[src/hw/iprc_regs.vh]
/*
 * Register offsets, field positions, reset values and timing counts
 * for the interrupt priority controller.
 * Assumes a 16-bit register port with word offsets.
 */
`ifndef IPRC_REGS_VH
`define IPRC_REGS_VH

// ****************************************
// Register offsets
// ****************************************
`define IPRC_OFS_SPI3U4 4'h0
`define IPRC_OFS_CAPCMP9 4'h1
`define IPRC_OFS_GFX 4'h2
`define IPRC_OFS_STATUS 4'h3
`define IPRC_OFS_SRCFLAG 4'h4
`define IPRC_OFS_SRCEN 4'h5
`define IPRC_OFS_CPUPRI 4'h6
`define IPRC_OFS_TRAPFLAG 4'h7

// ****************************************
// Field positions
// ****************************************
`define IPRC_SPF3_LSB 8
`define IPRC_U4TX_LSB 4
`define IPRC_U4RX_LSB 0
`define IPRC_CAP9_LSB 4
`define IPRC_CMP9_LSB 0
`define IPRC_GFX_LSB 0
`define IPRC_ST_PEND_BIT 15
`define IPRC_ST_VSEL_BIT 13
`define IPRC_ST_LVL_LSB 8
`define IPRC_ST_VEC_LSB 0

// ****************************************
// Reset values and masks
// ****************************************
`define IPRC_PRI_RESET 3'h4
`define IPRC_SPI3U4_MASK 16'h0777
`define IPRC_CAPCMP9_MASK 16'h0077
`define IPRC_GFX_MASK 16'h0007
`define IPRC_CPU_MASK_ALL 8'h0E
`define IPRC_PRI_MAX 3'h7

// ****************************************
// Timing
// ****************************************
`define IPRC_CLK_PERIOD_NS 5
`define IPRC_TIMED_INTERRUPT_DISABLE_TIME_NS 1000
`define IPRC_TIMED_INTERRUPT_DISABLE_CYCLES (`IPRC_TIMED_INTERRUPT_DISABLE_TIME_NS / `IPRC_CLK_PERIOD_NS)

`endif

[src/hw/iprc_controller.v]
/*
 * Interrupt priority controller: per-source priority fields, arbitration,
 * CPU priority masking, trap priority, timed disable and status register.
 * Assumes a CPU that acknowledges requests and pulses return and disable.
 */
`include "iprc_regs.vh"
`timescale 1ns/1ps
`default_nettype none

module iprc_controller #(
  parameter NSRC = 6,
  parameter NTRAP = 4,
  parameter [6:0] VEC_BASE = 7'h08,
  parameter TIMED_INTERRUPT_DISABLE_CYCLES = `IPRC_TIMED_INTERRUPT_DISABLE_CYCLES
) (
  // Clock and reset
  input wire CLK,
  input wire ARST_N,
  // Register port
  input wire [3:0] ADDR,
  input wire [15:0] WDATA,
  input wire WR,
  input wire RD,
  output reg [15:0] RDATA,
  // Source and trap event pulses
  input wire [NSRC-1:0] SRC_EVENT,
  input wire [NTRAP-1:0] TRAP_EVENT,
  // CPU side
  input wire CPU_ACK,
  input wire CPU_RETURN,
  input wire CPU_TIMED_INTERRUPT_DISABLE,
  output reg IRQ,
  output reg [6:0] IRQ_VECTOR,
  output reg [3:0] IRQ_LEVEL
);

  // ****************************************
  // State
  // ****************************************
  reg [15:0] spi3u4_q;
  reg [15:0] capcmp9_q;
  reg [15:0] gfx_q;
  reg vsel_q;
  reg [NSRC-1:0] flag_q;
  reg [NSRC-1:0] en_q;
  reg [NTRAP-1:0] trap_q;
  reg [7:0] status_low_q;
  reg [3:0] saved_lvl_q;
  reg [6:0] ack_vec_q;
  reg [15:0] timed_interrupt_disable_cnt_q;
  reg [3:0] lvl_q;
  wire [3:0] cpu_lvl;
  wire [2:0] pri [0:NSRC-1];

  // Field extraction for the six sources
  // SPI3 fault and UART4 placement
  assign pri[0] = spi3u4_q[`IPRC_SPF3_LSB +: 3];
  assign pri[1] = spi3u4_q[`IPRC_U4TX_LSB +: 3];
  assign pri[2] = spi3u4_q[`IPRC_U4RX_LSB +: 3];
  assign pri[3] = capcmp9_q[`IPRC_CAP9_LSB +: 3];
  assign pri[4] = capcmp9_q[`IPRC_CMP9_LSB +: 3];
  assign pri[5] = gfx_q[`IPRC_GFX_LSB +: 3];
  // CPU level from status byte bits 7-5
  assign cpu_lvl = {1'b0, status_low_q[7:5]};

  // ****************************************
  // Per-source request qualification
  // ****************************************
  wire [NSRC-1:0] src_req;
  genvar g;

  // One qualifier per source: flagged, enabled, non-zero field
  generate
    for (g = 0; g < NSRC; g = g + 1)
    begin : g_req
      assign src_req[g] = flag_q[g] && en_q[g] && (pri[g] != 3'h0);
    end
  endgenerate

  // ****************************************
  // Arbitration
  // ****************************************
  reg [3:0] best_lvl;
  reg [6:0] best_vec;
  reg best_ok;
  reg [3:0] eff;
  integer i;

  // Highest level wins, scan order gives lowest vector on ties
  always @*
  begin
    best_lvl = 4'h0;
    best_vec = 7'h00;
    best_ok = 1'b0;
    eff = 4'h0;
    for (i = NTRAP - 1; i >= 0; i = i - 1)
    begin
      if (trap_q[i] && (!best_ok || (4'h8 + i[3:0]) >= best_lvl))
      begin
        best_lvl = 4'h8 + i[3:0];
        best_vec = i[6:0];
        best_ok = 1'b1;
      end
    end
    if (!best_ok)
    begin
      for (i = NSRC - 1; i >= 0; i = i - 1)
      begin
        eff = {1'b0, pri[i]};
        if (src_req[i] && eff >= best_lvl)
        begin
          best_lvl = eff;
          best_vec = VEC_BASE + i[6:0];
          best_ok = 1'b1;
        end
      end
    end
  end

  // Request passes CPU level and timed disable
  wire timed_interrupt_disable_on = timed_interrupt_disable_cnt_q != 16'h0000;
  // Timed disable blocks levels 1-6 only
  wire timed_interrupt_disable_block = timed_interrupt_disable_on && best_lvl < 4'h7;
  wire take = best_ok && (best_lvl > cpu_lvl) && !timed_interrupt_disable_block;
  wire held = best_ok && !take;

  // ****************************************
  // Register write and event logic
  // ****************************************
  wire w_sp = WR && ADDR == `IPRC_OFS_SPI3U4;
  wire w_cc = WR && ADDR == `IPRC_OFS_CAPCMP9;
  wire w_gx = WR && ADDR == `IPRC_OFS_GFX;
  wire w_st = WR && ADDR == `IPRC_OFS_STATUS;
  wire w_fl = WR && ADDR == `IPRC_OFS_SRCFLAG;
  wire w_en = WR && ADDR == `IPRC_OFS_SRCEN;
  wire w_cp = WR && ADDR == `IPRC_OFS_CPUPRI;
  wire w_tr = WR && ADDR == `IPRC_OFS_TRAPFLAG;
  wire ack = CPU_ACK && IRQ;

  // Priority fields and vector select
  always @(posedge CLK or negedge ARST_N)
  begin
    if (!ARST_N)
    begin
      spi3u4_q <= {5'h00, `IPRC_PRI_RESET, 1'b0, `IPRC_PRI_RESET, 1'b0, `IPRC_PRI_RESET};
      capcmp9_q <= {9'h000, `IPRC_PRI_RESET, 1'b0, `IPRC_PRI_RESET};
      gfx_q <= {13'h0000, `IPRC_PRI_RESET};
      vsel_q <= 1'b0;
    end
    else
    begin
      if (w_sp)
      begin
        spi3u4_q <= WDATA & `IPRC_SPI3U4_MASK;
      end
      if (w_cc)
      begin
        capcmp9_q <= WDATA & `IPRC_CAPCMP9_MASK;
      end
      if (w_gx)
      begin
        gfx_q <= WDATA & `IPRC_GFX_MASK;
      end
      // Vector select is the only writable status bit
      if (w_st)
      begin
        vsel_q <= WDATA[`IPRC_ST_VSEL_BIT];
      end
    end
  end

  // Source enables and source flags
  always @(posedge CLK or negedge ARST_N)
  begin
    if (!ARST_N)
    begin
      flag_q <= {NSRC{1'b0}};
      en_q <= {NSRC{1'b0}};
    end
    else
    begin
      if (w_en)
      begin
        en_q <= WDATA[NSRC-1:0];
      end
      // Flags clear only by software; set wins
      flag_q <= (w_fl ? (flag_q & ~WDATA[NSRC-1:0]) : flag_q) | SRC_EVENT;
    end
  end

  // Trap flags
  always @(posedge CLK or negedge ARST_N)
  begin
    if (!ARST_N)
    begin
      trap_q <= {NTRAP{1'b0}};
    end
    else
    begin
      // Trap flags stay until cleared; set wins
      trap_q <= (w_tr ? (trap_q & ~WDATA[NTRAP-1:0]) : trap_q) | TRAP_EVENT;
    end
  end

  // Timed disable counter, restarts on every disable pulse
  always @(posedge CLK or negedge ARST_N)
  begin
    if (!ARST_N)
    begin
      timed_interrupt_disable_cnt_q <= 16'h0000;
    end
    else
    begin
      if (CPU_TIMED_INTERRUPT_DISABLE)
      begin
        timed_interrupt_disable_cnt_q <= TIMED_INTERRUPT_DISABLE_CYCLES[15:0];
      end
      else if (timed_interrupt_disable_on)
      begin
        timed_interrupt_disable_cnt_q <= timed_interrupt_disable_cnt_q - 16'h0001;
      end
    end
  end

  // CPU level, saved level and acknowledged vector
  always @(posedge CLK or negedge ARST_N)
  begin
    if (!ARST_N)
    begin
      status_low_q <= 8'h00;
      saved_lvl_q <= 4'h0;
      ack_vec_q <= 7'h00;
      lvl_q <= 4'h0;
    end
    else
    begin
      // Acknowledge beats return, return beats software write
      if (ack)
      begin
        ack_vec_q <= IRQ_VECTOR;
        saved_lvl_q <= cpu_lvl;
        // Trap levels cap at 7 in the status byte
        status_low_q <= {IRQ_LEVEL > 4'h7 ? 3'h7 : IRQ_LEVEL[2:0], status_low_q[4:0]};
        lvl_q <= IRQ_LEVEL;
      end
      else if (CPU_RETURN)
      begin
        status_low_q <= {saved_lvl_q[2:0], status_low_q[4:0]};
        lvl_q <= saved_lvl_q;
      end
      else if (w_cp)
      begin
        // Software write, e.g. OR with 0Eh shifted into level
        status_low_q <= WDATA[7:0];
        lvl_q <= {1'b0, WDATA[7:5]};
      end
    end
  end

  // ****************************************
  // Outputs and read port
  // ****************************************
  reg [15:0] rd_d;
  reg [6:0] vec_shown;
  wire [15:0] status_word;
  wire [15:0] flag_word;
  wire [15:0] en_word;
  wire [15:0] trap_word;

  // Status word, unimplemented bits tied low
  // Bit 15 shows held request
  // Bits 11-8 show new CPU level
  // Bits 6-0 show the vector number
  assign status_word = {held, 1'b0, vsel_q, 1'b0, lvl_q, 1'b0, vec_shown};

  // Flag, enable and trap words padded with zeros
  assign flag_word = {{(16-NSRC){1'b0}}, flag_q};
  assign en_word = {{(16-NSRC){1'b0}}, en_q};
  assign trap_word = {{(16-NTRAP){1'b0}}, trap_q};

  // Read data mux
  always @*
  begin
    // Live pending vector when select is 1
    vec_shown = vsel_q ? best_vec : ack_vec_q;
    case (ADDR)
      // Priority registers
      `IPRC_OFS_SPI3U4: rd_d = spi3u4_q;
      `IPRC_OFS_CAPCMP9: rd_d = capcmp9_q;
      `IPRC_OFS_GFX: rd_d = gfx_q;
      // Controller status
      `IPRC_OFS_STATUS: rd_d = status_word;
      // Source flags and enables
      `IPRC_OFS_SRCFLAG: rd_d = flag_word;
      `IPRC_OFS_SRCEN: rd_d = en_word;
      // CPU status low byte
      `IPRC_OFS_CPUPRI: rd_d = {8'h00, status_low_q};
      // Trap flags
      `IPRC_OFS_TRAPFLAG: rd_d = trap_word;
      default: rd_d = 16'h0000;
    endcase
  end

  // Registered outputs
  always @(posedge CLK or negedge ARST_N)
  begin
    if (!ARST_N)
    begin
      RDATA <= 16'h0000;
      IRQ <= 1'b0;
      IRQ_VECTOR <= 7'h00;
      IRQ_LEVEL <= 4'h0;
    end
    else
    begin
      RDATA <= RD ? rd_d : 16'h0000;
      IRQ <= take && !ack;
      IRQ_VECTOR <= best_vec;
      IRQ_LEVEL <= best_lvl;
    end
  end

endmodule // iprc_controller

`default_nettype wire

[config.mk]
export PLATFORM = sky130hd
export DESIGN_NAME = iprc_controller
export DESIGN_NICKNAME = d
export VERILOG_FILES = /design/src/hw/iprc_controller.v
export VERILOG_INCLUDE_DIRS = /design/src /design/src/hw
export SDC_FILE = /design/constraint.sdc
export NUM_CORES = 1
export LEC_CHECK = 0
export BUFFER_PORTS_ARGS = -buffer_cell sky130_fd_sc_hd__buf_2
export CAP_MARGIN = 20
export CORE_MARGIN = 5
export CORE_UTILIZATION = 60
export CTS_CLUSTER_SIZE = 40
export DETAILED_ROUTE_END_ITERATION = 7
export PLACE_DENSITY = 0.82
export SLEW_MARGIN = 25
export SYNTH_ARGS = -nofsm -noshare
export SYNTH_HDL_FRONTEND = slang
export SYNTH_SLANG_ARGS = --single-unit
[constraint.sdc]
create_clock -name CLK -period 17.9 [get_ports CLK]
set_input_delay 2.685 -clock CLK [delete_from_list [all_inputs] [get_ports CLK]]
set_output_delay 2.685 -clock CLK [all_outputs]
set_load 0.01 [all_outputs]
==> summary.log, run 1 <==
qor: power_and_ir_drop.p_comb_share 18.5%
qor: clock_network.cts_root_buf clkbuf_8
qor: logic_synthesis.yosysWarningCount 0
qor: floorplan.dieWidth 101 µm
qor: sta.worst_pin_slew 0.863 ns
qor: clock_network.total_clock_buffers_created_by_cts 9
qor: place.place.detailed.instances 650
qor: logic_synthesis.syn-instance-count 504
qor: layout.diodes 0
qor: global_route.grt_start_max_net_pins 51
qor: logic_synthesis.ys_types 64
qor: sta.grt_setup_unrepaired false
qor: power_and_ir_drop.max-vdd-ir-drop 0.0443 mV
qor: floorplan.fp.dieArea 10,300 µm²
qor: layout.area_delta_synth_final 10.5%
qor: place.port-buffer-count 55
qor: clock_network.clk_latency 0.37 ns
qor: setup_path.required 18.20 ns
qor: sta.post-route-min-period 11.39 ns
qor: setup_path.crit_path_max_incr_delay 0.60 ns
qor: floorplan.initial_utilization 61.4%
qor: layout.drive_above_1_share 22.5%
qor: sta.max_clock_freq 0.0878 GHz
qor: logic_synthesis.asyncSetResetFlopFracSynth 100%
qor: routing.firstDrtPassIters 7
qor: layout.non_filler_cells_in_the_finished_layout 665
qor: setup_path.critical_path.slowest_cell or4_1
qor: setup_path.setup.worst_path.start_class flip-flop
qor: setup_path.cp_max_fo 8
qor: routing.routed_via_count_divided_by_cell_count 6.29
qor: sta.timing_max_transition_violations_final 0
qor: setup_path.worst_r2r_startpoint trap_q[2]
qor: setup_path.crit_arrival 11.69 ns
qor: sta.report.final.hold_viol_count 0
qor: power_and_ir_drop.p_switching 0.151 mW
qor: logic_synthesis.synth_enable_flop_cells 0
qor: logic_synthesis.synth.yosys.seq_area_share 46.5%
qor: clock_network.tritoncts done
qor: run_status.status completed
qor: setup_path.worstSetupPathType reg2reg
qor: routing.drt-total-wl 12.9 mm
qor: clock_network.cts-htree-levels 3
qor: setup_path.startpoint trap_q[2]
qor: place.pre_cts_slack 6.92 ns
qor: setup_path.critPathTopFamily compound AO/OA/AOI/OAI gates
qor: power_and_ir_drop.cell_internal_pwr 0.330 mW
qor: clock_network.cts_hold_buf 0
qor: sta.timing.final.ws_setup 6.51 ns
qor: setup_path.cp.depth 44
qor: sta.finalSetupTns 0 ns
qor: power_and_ir_drop.clockPowerShare 26.7%
qor: routing.wire_per_inst 19.3 µm
qor: floorplan.io_pins 65
qor: floorplan.die_h 101 µm
qor: setup_path.worstSetupEndpointType flip-flop
qor: global_route.first_global_vias 4,188
qor: place.dpl.hpwl 9.65 mm
qor: logic_synthesis.ys_seq_elements 93
qor: place.finalWeightedCongestion 0.934
qor: sta.fin_worst_skew 0.00989 ns
qor: setup_path.crit_path_frequent_cell ha_1
qor: clock_network.clkTransAtPathRegs 0.09 ns
qor: routing.detail-route-antenna-nets 0
qor: power_and_ir_drop.power.leakage 2.46 nW
qor: sta.timing.final.setup_violations 0
qor: global_route.antenna_found_initial 0
qor: global_route.groute.usage.overall 26.5%
qor: setup_path.crit_buf_inv 5
qor: layout.final_nets 614
qor: global_route.wire_length_of_the_first_global_routing_pass 21.3 mm
qor: power_and_ir_drop.sw_frac_of_total 31.4%
qor: logic_synthesis.ys.flop_type dfrtp_1
qor: logic_synthesis.synth.cell_area 5020 µm²
qor: clock_network.clockBufferDepth 2
qor: clock_network.postCtsSetupRepairBufs 0
qor: flow_run.cap_viol_max_count 0
qor: routing.route.vias.total 4,185
qor: global_route.grt_overflow 0
qor: routing.drt_iter0_drc 338
qor: sta.post-route-period-util 63.6%
qor: sta.timing.max_slew.rel_slack 42.0%
qor: sta.holdWs 0.471 ns
qor: setup_path.critical_path.reg2reg.endpoint IRQ
qor: setup_path.cp-endpoint IRQ
qor: floorplan.design.core.area 8180 µm²
qor: clock_network.cts.repair.resized 0
qor: floorplan.rows 33
qor: clock_network.number_of_clock_sinks 93
qor: logic_synthesis.synth_area_per_cell 9.96 µm²
qor: setup_path.reg2regPathDepth 44
qor: setup_path.regToRegSetupSlack 6.51 ns
qor: routing.route.detailed.drc 0
qor: power_and_ir_drop.pwr_cell_area 86.6 nW/µm²
qor: power_and_ir_drop.pwr-share-seq 54.8%
qor: hold_path.hold_class reg2reg
## final cells by class
type / instances / area [µm²]
multi-input cells: 372 / 2520
flip-flops and latches: 93 / 2330
well taps: 105 / 131
fillers: 665 / 2630
clock inverters: 5 / 37.5
clock buffers: 10 / 138
repair buffers: 59 / 308
inverters: 21 / 78.8
## kinds of logic after synthesis
family	share of synthesized area, %
compound gates	15.7
xor+xnor	1.92
fa+ha+maj	5.23
buf+inv	3.71
flops	46.5
mux	8.60
other cells	0.0747
simple gates	18.2
## power by group through the flow
stage | clock [mW] | combinational [mW] | sequential, mW
final | 0.128 | 0.0888 | 0.263
after global placement | 0 | 0.0826 | 0.265
after CTS | 0.132 | 0.0885 | 0.262
after global routing | 0.139 | 0.101 | 0.267
after detailed placement | 0 | 0.0881 | 0.267
after floorplan | 0 | 0.0652 | 0.256
## flip-flops by register name (all words and copies together), names as in the netlist
register / cells
IRQ_VECTOR: 4
vsel_q: 1
flag_q: 6
status_low_q: 8
lvl_q: 4
spi3u4_q: 9
capcmp9_q: 6
en_q: 6
IRQ_LEVEL: 4
IRQ: 1
ack_vec_q: 4
trap_q: 4
timed_interrupt_disable_cnt_q: 16
RDATA: 14
saved_lvl_q: 3
gfx_q: 3
## metrics by stage
stage	utilization (%)	total power [mW]	instance area (µm²)
floorplan	-	0.321	5040
global placement	65.7	0.348	5370
detailed placement	65.7	0.355	5370
CTS	67.8	0.483	5540
global route	67.9	0.507	5550
finish	67.9	0.481	5550
## layer usage
metal / wire [µm] / vias to the layer above / track usage [%]
met5: 0 / - / 0
met4: 242 / 0 / 7.98
met3: 1120 / 24 / 4.13
met2: 6120 / 200 / 42.7
met1: 5370 / 2038 / 37.3
li1: - / 1923 / -
## worst min-delay path, delay by kind of cell (launching register included)
kind             cells  cell delay, ns
DFF                  1            0.34
and+or+nand+nor      2            0.10
## cells in the mapped netlist, types with 6 or more instances
cell	number	share of area (%)
a21o_1	13	1.9
a21oi_1	19	1.9
a22oi_1	8	1.2
a31oi_1	7	0.87
buf_4	6	0.90
clkbuf_1	14	1.0
dfrtp_1	87	43
dfstp_2	6	3.1
ha_1	21	5.2
inv_1	20	1.5
mux2_2	33	7.4
mux2i_1	6	1.2
nand2_1	66	4.9
nand2b_1	11	1.4
nand3_1	12	1.2
nor2_1	36	2.7
nor3_1	17	1.7
nor4_1	8	1.0
o21ai_0	18	1.8
xnor2_1	6	1.0
## placed cells by master, fill, tap and decap left out, types with 6 or more instances in the layout
cell type | Yosys | layout
mux2_2 | 33 | 33
a21oi_1 | 19 | 19
a22oi_1 | 8 | 8
nand3_1 | 12 | 12
nand2b_1 | 11 | 11
ha_1 | 21 | 21
a31oi_1 | 7 | 7
a21o_1 | 13 | 13
nor3_1 | 17 | 17
dfstp_2 | 6 | 6
nor4_1 | 8 | 8
o21ai_0 | 18 | 18
nand2_1 | 66 | 66
inv_1 | 20 | 20
nor2_1 | 36 | 36
mux2i_1 | 6 | 6
clkbuf_8 | 0 | 10
dfrtp_1 | 87 | 87
buf_2 | 2 | 54
xnor2_1 | 6 | 6
## worst min path at each step
| stage | start | to | slack (ns) | depth (start not counted) |
|---|---|---|---|---|
| after floorplan | ack_vec_q[2] | ack_vec_q[2] | 0.44 | 2 |
| after global placement | IRQ_VECTOR[0] | ack_vec_q[0] | 0.44 | 2 |
| after detailed placement | IRQ_VECTOR[0] | ack_vec_q[0] | 0.45 | 2 |
| after CTS | IRQ_VECTOR[0] | ack_vec_q[0] | 0.47 | 2 |
| after global routing | IRQ_VECTOR[1] | ack_vec_q[1] | 0.50 | 2 |
| final | IRQ_VECTOR[0] | ack_vec_q[0] | 0.47 | 2 |
Power figures use the tool's default switching activity.
==> run 2, diff against run 1 <==
Settings changed: CORE_UTILIZATION 60 to 52, PLACE_DENSITY 0.82 to 0.76.
Clock period 17.9 ns to 10.2 ns, I/O delays scaled along.
==> summary.log, run 2 (synthesis gave the netlist of run 1 again) <==
qor: clock_network.clkTransAtPathRegs 0.11 ns
qor: routing.drt_iter0_drc 327
qor: clock_network.cts-htree-levels 3
qor: sta.finalSetupTns 0 ns
qor: floorplan.initial_utilization 53.8%
qor: sta.timing.final.setup_violations 0
qor: clock_network.total_clock_buffers_created_by_cts 9
qor: hold_path.hold_start IRQ_VECTOR[3]
qor: global_route.grt_overflow 0
qor: setup_path.crit_path_frequent_cell ha_1
qor: power_and_ir_drop.sw_frac_of_total 32.7%
qor: place.dpl.hpwl 9.71 mm
qor: floorplan.die_h 108 µm
qor: place.port-buffer-count 55
qor: power_and_ir_drop.pwr-share-seq 53.6%
qor: clock_network.tritoncts done
qor: clock_network.postCtsSetupRepairBufs 0
qor: floorplan.design.core.area 9330 µm²
qor: routing.routed_via_count_divided_by_cell_count 5.99
qor: global_route.antenna_found_initial 0
qor: clock_network.number_of_clock_sinks 93
qor: hold_path.hold_class reg2reg
qor: layout.final_util 61.0%
qor: global_route.grt_start_max_net_pins 59
qor: setup_path.setup.worst_path.start_class flip-flop
qor: place.finalWeightedCongestion 0.974
qor: setup_path.crit_path_max_incr_delay 0.55 ns
qor: clock_network.cts_root_buf clkbuf_8
qor: power_and_ir_drop.max-vdd-ir-drop 0.0762 mV
qor: clock_network.cts.repair.resized 0
qor: setup_path.worstSetupEndpointType flip-flop
qor: sta.report.final.hold_viol_count 0
qor: routing.drt-total-wl 12.9 mm
qor: routing.route.vias.total 4,181
qor: routing.route.detailed.drc 0
qor: setup_path.required 10.51 ns
qor: sta.worst_pin_slew 0.952 ns
qor: setup_path.critical_path.slowest_cell or4_1
qor: setup_path.startpoint trap_q[2]
qor: flow_run.cap_viol_max_count 0
qor: layout.final_nets 622
qor: floorplan.rows 35
qor: setup_path.cp_max_fo 8
qor: global_route.groute.usage.overall 22.5%
qor: sta.timing.max_slew.rel_slack 36.0%
qor: power_and_ir_drop.power.leakage 2.52 nW
qor: power_and_ir_drop.p_switching 0.282 mW
qor: clock_network.clk_latency 0.37 ns
qor: layout.area_delta_synth_final 13.2%
qor: layout.most_frequent_cells_in_the_layout dfrtp_1, nand2_1, buf_2, nor2_1, mux2_2
qor: setup_path.worstSetupPathType reg2reg
qor: setup_path.worst_r2r_startpoint trap_q[2]
qor: routing.firstDrtPassIters 7
qor: routing.detail-route-antenna-nets 0
qor: sta.post-route-min-period 9.49 ns
qor: power_and_ir_drop.p_comb_share 18.7%
qor: power_and_ir_drop.cell_internal_pwr 0.581 mW
qor: layout.drive_above_1_share 24.3%
qor: clock_network.clockBufferDepth 2
qor: global_route.first_global_vias 4,115
qor: layout.max_flop_register timed_interrupt_disable_cnt_q
qor: layout.biggestRegsByFlops timed_interrupt_disable_cnt_q x16, RDATA x14, spi3u4_q x9
qor: run_status.status completed
qor: routing.wire_per_inst 18.5 µm
qor: layout.largest_reg_flops 16
qor: clock_network.cts_hold_buf 0
qor: floorplan.io_pins 65
qor: sta.fin_worst_skew 0.0191 ns
qor: global_route.wire_length_of_the_first_global_routing_pass 20.7 mm
qor: power_and_ir_drop.clockPowerShare 27.7%
qor: sta.post-route-period-util 93.0%
qor: floorplan.dieWidth 108 µm
qor: setup_path.crit_arrival 9.80 ns
qor: layout.diodes 0
qor: sta.max_clock_freq 0.105 GHz
qor: floorplan.fp.dieArea 11,700 µm²
qor: power_and_ir_drop.pwr_cell_area 152 nW/µm²
qor: layout.most_common_cell_after_layout_fill_and_taps_aside dfrtp_1
qor: sta.timing_max_transition_violations_final 0
[run 2: changes by cell type in the layout (fill, tap and decap cells not counted), sizes merged]
cell / previous run / this run
clkbuf: 10 / 9
clkinv: 3 / 0
inv: 21 / 26
buf: 59 / 67
[run 2: worst max-delay path: cells and delay by family, from the launching register on]
family / cells / cell delay (ns)
compound gates: 18 / 3.85
simple gates: 14 / 2.57
fa+ha+maj: 7 / 1.94
buf+inv: 6 / 0.61
flops: 1 / 0.49
[run 2: path summary, 6_finish.rpt]
check	to	slack [ns]	cells after the start
min reg2reg	ack_vec_q[3]	0.50	2
max in group asynchronous	capcmp9_q[1]	8.00	2
max reg2reg	IRQ	0.71	45
max	IRQ	0.71	45
min in group asynchronous	IRQ_LEVEL[2]	1.09	1
min	ack_vec_q[3]	0.50	2
[run 2: cell type report]
| class | count | area, µm² |
|---|---|---|
| Fill cell | 809 | 3640 |
| Multi-Input combinational cell | 372 | 2550 |
| Sequential cell | 93 | 2330 |
| Timing Repair Buffer | 67 | 368 |
| Tap cell | 129 | 161 |
| Clock buffer | 9 | 124 |
| Inverter | 21 | 78.8 |
| Clock inverter | 7 | 63.8 |
[run 2: power by group through the flow]
stage | Clock (mW) | Sequential [mW] | Combinational, mW
final | 0.239 | 0.463 | 0.162
after global routing | 0.256 | 0.469 | 0.183
after CTS | 0.241 | 0.461 | 0.156
after detailed placement | 0 | 0.468 | 0.155
after global placement | 0 | 0.465 | 0.146
after floorplan | 0 | 0.449 | 0.114
[run 2: routing by layer]
layer / part of all wire, % / vias up / GRT usage (%)
met3: 5.9 / 21 / 2.93
met1: 45 / 2068 / 31.3
met5: 0 / - / 0
met2: 48 / 154 / 37.1
met4: 1.8 / 0 / 6.13
li1: - / 1938 / -
[run 2: metrics by stage]
stage | setup WS [ns] | cells | power [mW] | hold slack (ns) | cell area [µm²]
2_1_floorplan | 1.33 | 508 | 0.564 | 0.442 | 5040
5_1_grt | -0.0139 | 698 | 0.909 | 0.525 | 5690
6_report | 0.715 | 698 | 0.863 | 0.499 | 5690
4_1_cts | 0.244 | 698 | 0.858 | 0.500 | 5650
3_5_place_dp | 0.301 | 682 | 0.623 | 0.474 | 5460
3_3_place_gp | 0.637 | 682 | 0.612 | 0.461 | 5460
==> run 3, diff against run 2 <==
Settings changed: PLACE_DENSITY 0.76 to 0.85.
==> summary.log, run 3 (synthesis gave the netlist of run 1 again) <==
qor: place.placedInstanceArea 5470 µm²
qor: sta.grt_setup_unrepaired false
qor: sta.timing.final.setup_violations 0
qor: layout.diodes 0
qor: routing.route.detailed.drc 0
qor: sta.worst_pin_slew 0.965 ns
qor: layout.area_delta_synth_final 14.4%
qor: floorplan.design.core.area 9330 µm²
qor: layout.layout.cell_area.non_filler 5740 µm²
qor: clock_network.clockBufferDepth 2
qor: setup_path.crit_path_frequent_cell ha_1
qor: floorplan.dieWidth 108 µm
qor: sta.timing_max_transition_violations_final 0
qor: setup_path.regToRegSetupSlack 0.71 ns
qor: global_route.global_route.peak_usage_layer met2
qor: global_route.use_met1 31.6%
qor: layout.final_nets 625
qor: clock_network.number_of_clock_sinks 93
qor: routing.route.vias.total 4,283
qor: layout.non_filler_cells_in_the_finished_layout 701
qor: clock_network.cts-htree-levels 3
qor: floorplan.fp.dieArea 11,700 µm²
qor: layout.most_common_cell_after_layout_fill_and_taps_aside dfrtp_1
qor: flow_run.cap_viol_max_count 0
qor: sta.report.final.hold_viol_count 0
qor: setup_path.required 10.51 ns
qor: setup_path.crit_path_max_incr_delay 0.44 ns
qor: floorplan.rows 35
qor: layout.largest_reg_flops 16
qor: sta.timing.max_slew.rel_slack 35.1%
qor: place.place.detailed.instances 683
qor: global_route.grt_overflow 0
qor: layout.most_frequent_cells_in_the_layout dfrtp_1, nand2_1, buf_2, nor2_1, mux2_2
qor: power_and_ir_drop.post-layout-total-power 0.900 mW
qor: global_route.first_global_vias 4,237
qor: layout.fill_cells 779
qor: global_route.grt_start_max_net_pins 94
qor: clock_network.cts_root_buf clkbuf_8
qor: sta.post-route-period-util 93.0%
qor: layout.max_flop_register timed_interrupt_disable_cnt_q
qor: global_route.antenna_found_initial 0
qor: floorplan.initial_utilization 53.8%
qor: floorplan.die_h 108 µm
qor: place.pre_cts_slack 0.461 ns
qor: clock_network.clkTransAtPathRegs 0.10 ns
qor: clock_network.clk_latency 0.37 ns
qor: routing.drt-total-wl 13.0 mm
qor: routing.detail-route-antenna-nets 0
qor: clock_network.cts_hold_buf 0
qor: routing.firstDrtPassIters 5
qor: routing.routed_via_count_divided_by_cell_count 6.11
qor: sta.post-route-min-period 9.49 ns
qor: layout.biggestRegsByFlops timed_interrupt_disable_cnt_q x16, RDATA x14, spi3u4_q x9
qor: power_and_ir_drop.max-vdd-ir-drop 0.0741 mV
qor: place.port-buffer-count 55
qor: setup_path.worstSetupPathType reg2reg
qor: power_and_ir_drop.pwr_cell_area 157 nW/µm²
qor: global_route.wire_length_of_the_first_global_routing_pass 21.1 mm
qor: clock_network.tritoncts done
qor: sta.max_clock_freq 0.105 GHz
qor: hold_path.hold_class reg2reg
qor: global_route.grt.met2_usage 37.1%
qor: setup_path.crit_arrival 9.80 ns
qor: global_route.globalRouteMet3Util 5.19%
qor: setup_path.critical_path.slowest_cell dfrtp_2
qor: place.finalWeightedCongestion 0.901
qor: clock_network.total_clock_buffers_created_by_cts 9
qor: floorplan.io_pins 65
qor: routing.drt_iter0_drc 333
qor: power_and_ir_drop.power.leakage 2.54 nW
qor: global_route.groute.usage.overall 23.0%
qor: sta.timing.final.ws_setup 0.709 ns
qor: setup_path.cp_max_fo 8
qor: setup_path.setup.worst_path.start_class flip-flop
qor: setup_path.crit_buf_inv 6
qor: sta.finalSetupTns 0 ns
qor: setup_path.critPathTopFamily compound AO/OA/AOI/OAI gates
qor: sta.fin_worst_skew 0.0169 ns
qor: layout.drive_above_1_share 25.0%
qor: routing.wire_per_inst 18.5 µm
qor: setup_path.worstSetupEndpointType flip-flop
qor: place.dpl.hpwl 9.52 mm
qor: run_status.status completed
-- run 3: cell types whose count changed in the layout (fill, tap and decap cells not counted), sizes merged --
cell / previous run / this run
bufinv: 0 / 2
clkinvlp: 2 / 4
buf: 67 / 70
inv: 26 / 22
-- run 3: stage by stage --
| stage | utilization (%) | hold slack (ns) |
|---|---|---|
| 5_1_grt | 61.6 | 0.504 |
| 6_report | 61.6 | 0.474 |
| 2_1_floorplan | - | 0.442 |
| 3_3_place_gp | 58.6 | 0.452 |
| 3_5_place_dp | 58.6 | 0.460 |
| 4_1_cts | 61.0 | 0.471 |
-- run 3: cell type report --
| type | count | area [µm²] | share of cell area [%] |
|---|---|---|---|
| Sequential cell | 93 | 2340 | 40.7 |
| Inverter | 21 | 78.8 | 1.37 |
| Clock buffer | 9 | 124 | 2.16 |
| Tap cell | 129 | 161 | 2.81 |
| Multi-Input combinational cell | 372 | 2550 | 44.4 |
| Clock inverter | 7 | 98.8 | 1.72 |
| Timing Repair Buffer | 70 | 394 | 6.86 |
-- run 3: layer usage --
metal / share of wire (%) / vias to the layer above
met2: 47 / 190
met4: 2.1 / 0
li1: - / 1957
met3: 8.9 / 30
met5: 0 / -
met1: 42 / 2106
-- run 3: power breakdown --
group          total, mW  switching, mW  internal, mW
Clock              0.275          0.136         0.139
Combinational      0.162         0.0872        0.0749
Sequential         0.462         0.0499         0.413
Total              0.900          0.273         0.626
-- run 3: worst paths after layout --
path | startpoint | to | cells past startpoint
worst max-delay path | trap_q[2] | IRQ | 46
min in group asynchronous | ARST_N | saved_lvl_q[2] | 1
max in group asynchronous | ARST_N | trap_q[2] | 1
worst min register to register | IRQ_VECTOR[1] | ack_vec_q[1] | 2
worst min-delay path | IRQ_VECTOR[1] | ack_vec_q[1] | 2
worst max register to register | trap_q[2] | IRQ | 46
-- run 3: what timing repair did --
| item | 4_1_cts | 5_1_grt |
|---|---|---|
| endpoints found under the setup margin | 0 | 2 |
| buffers inserted | 0 | 2 |
| resized for setup | 0 | 8 |
-- run 3: worst reg2reg max path: cells and delay by family, from the launching register on --
family                   cells  cell delay (ns)
AO/OA/AOI/OAI               20             4.43
adder cells (fa/ha/maj)      7             2.00
AND/OR/NAND/NOR             13             1.99
buffers and inverters        6             0.58
flip-flops                   1             0.44
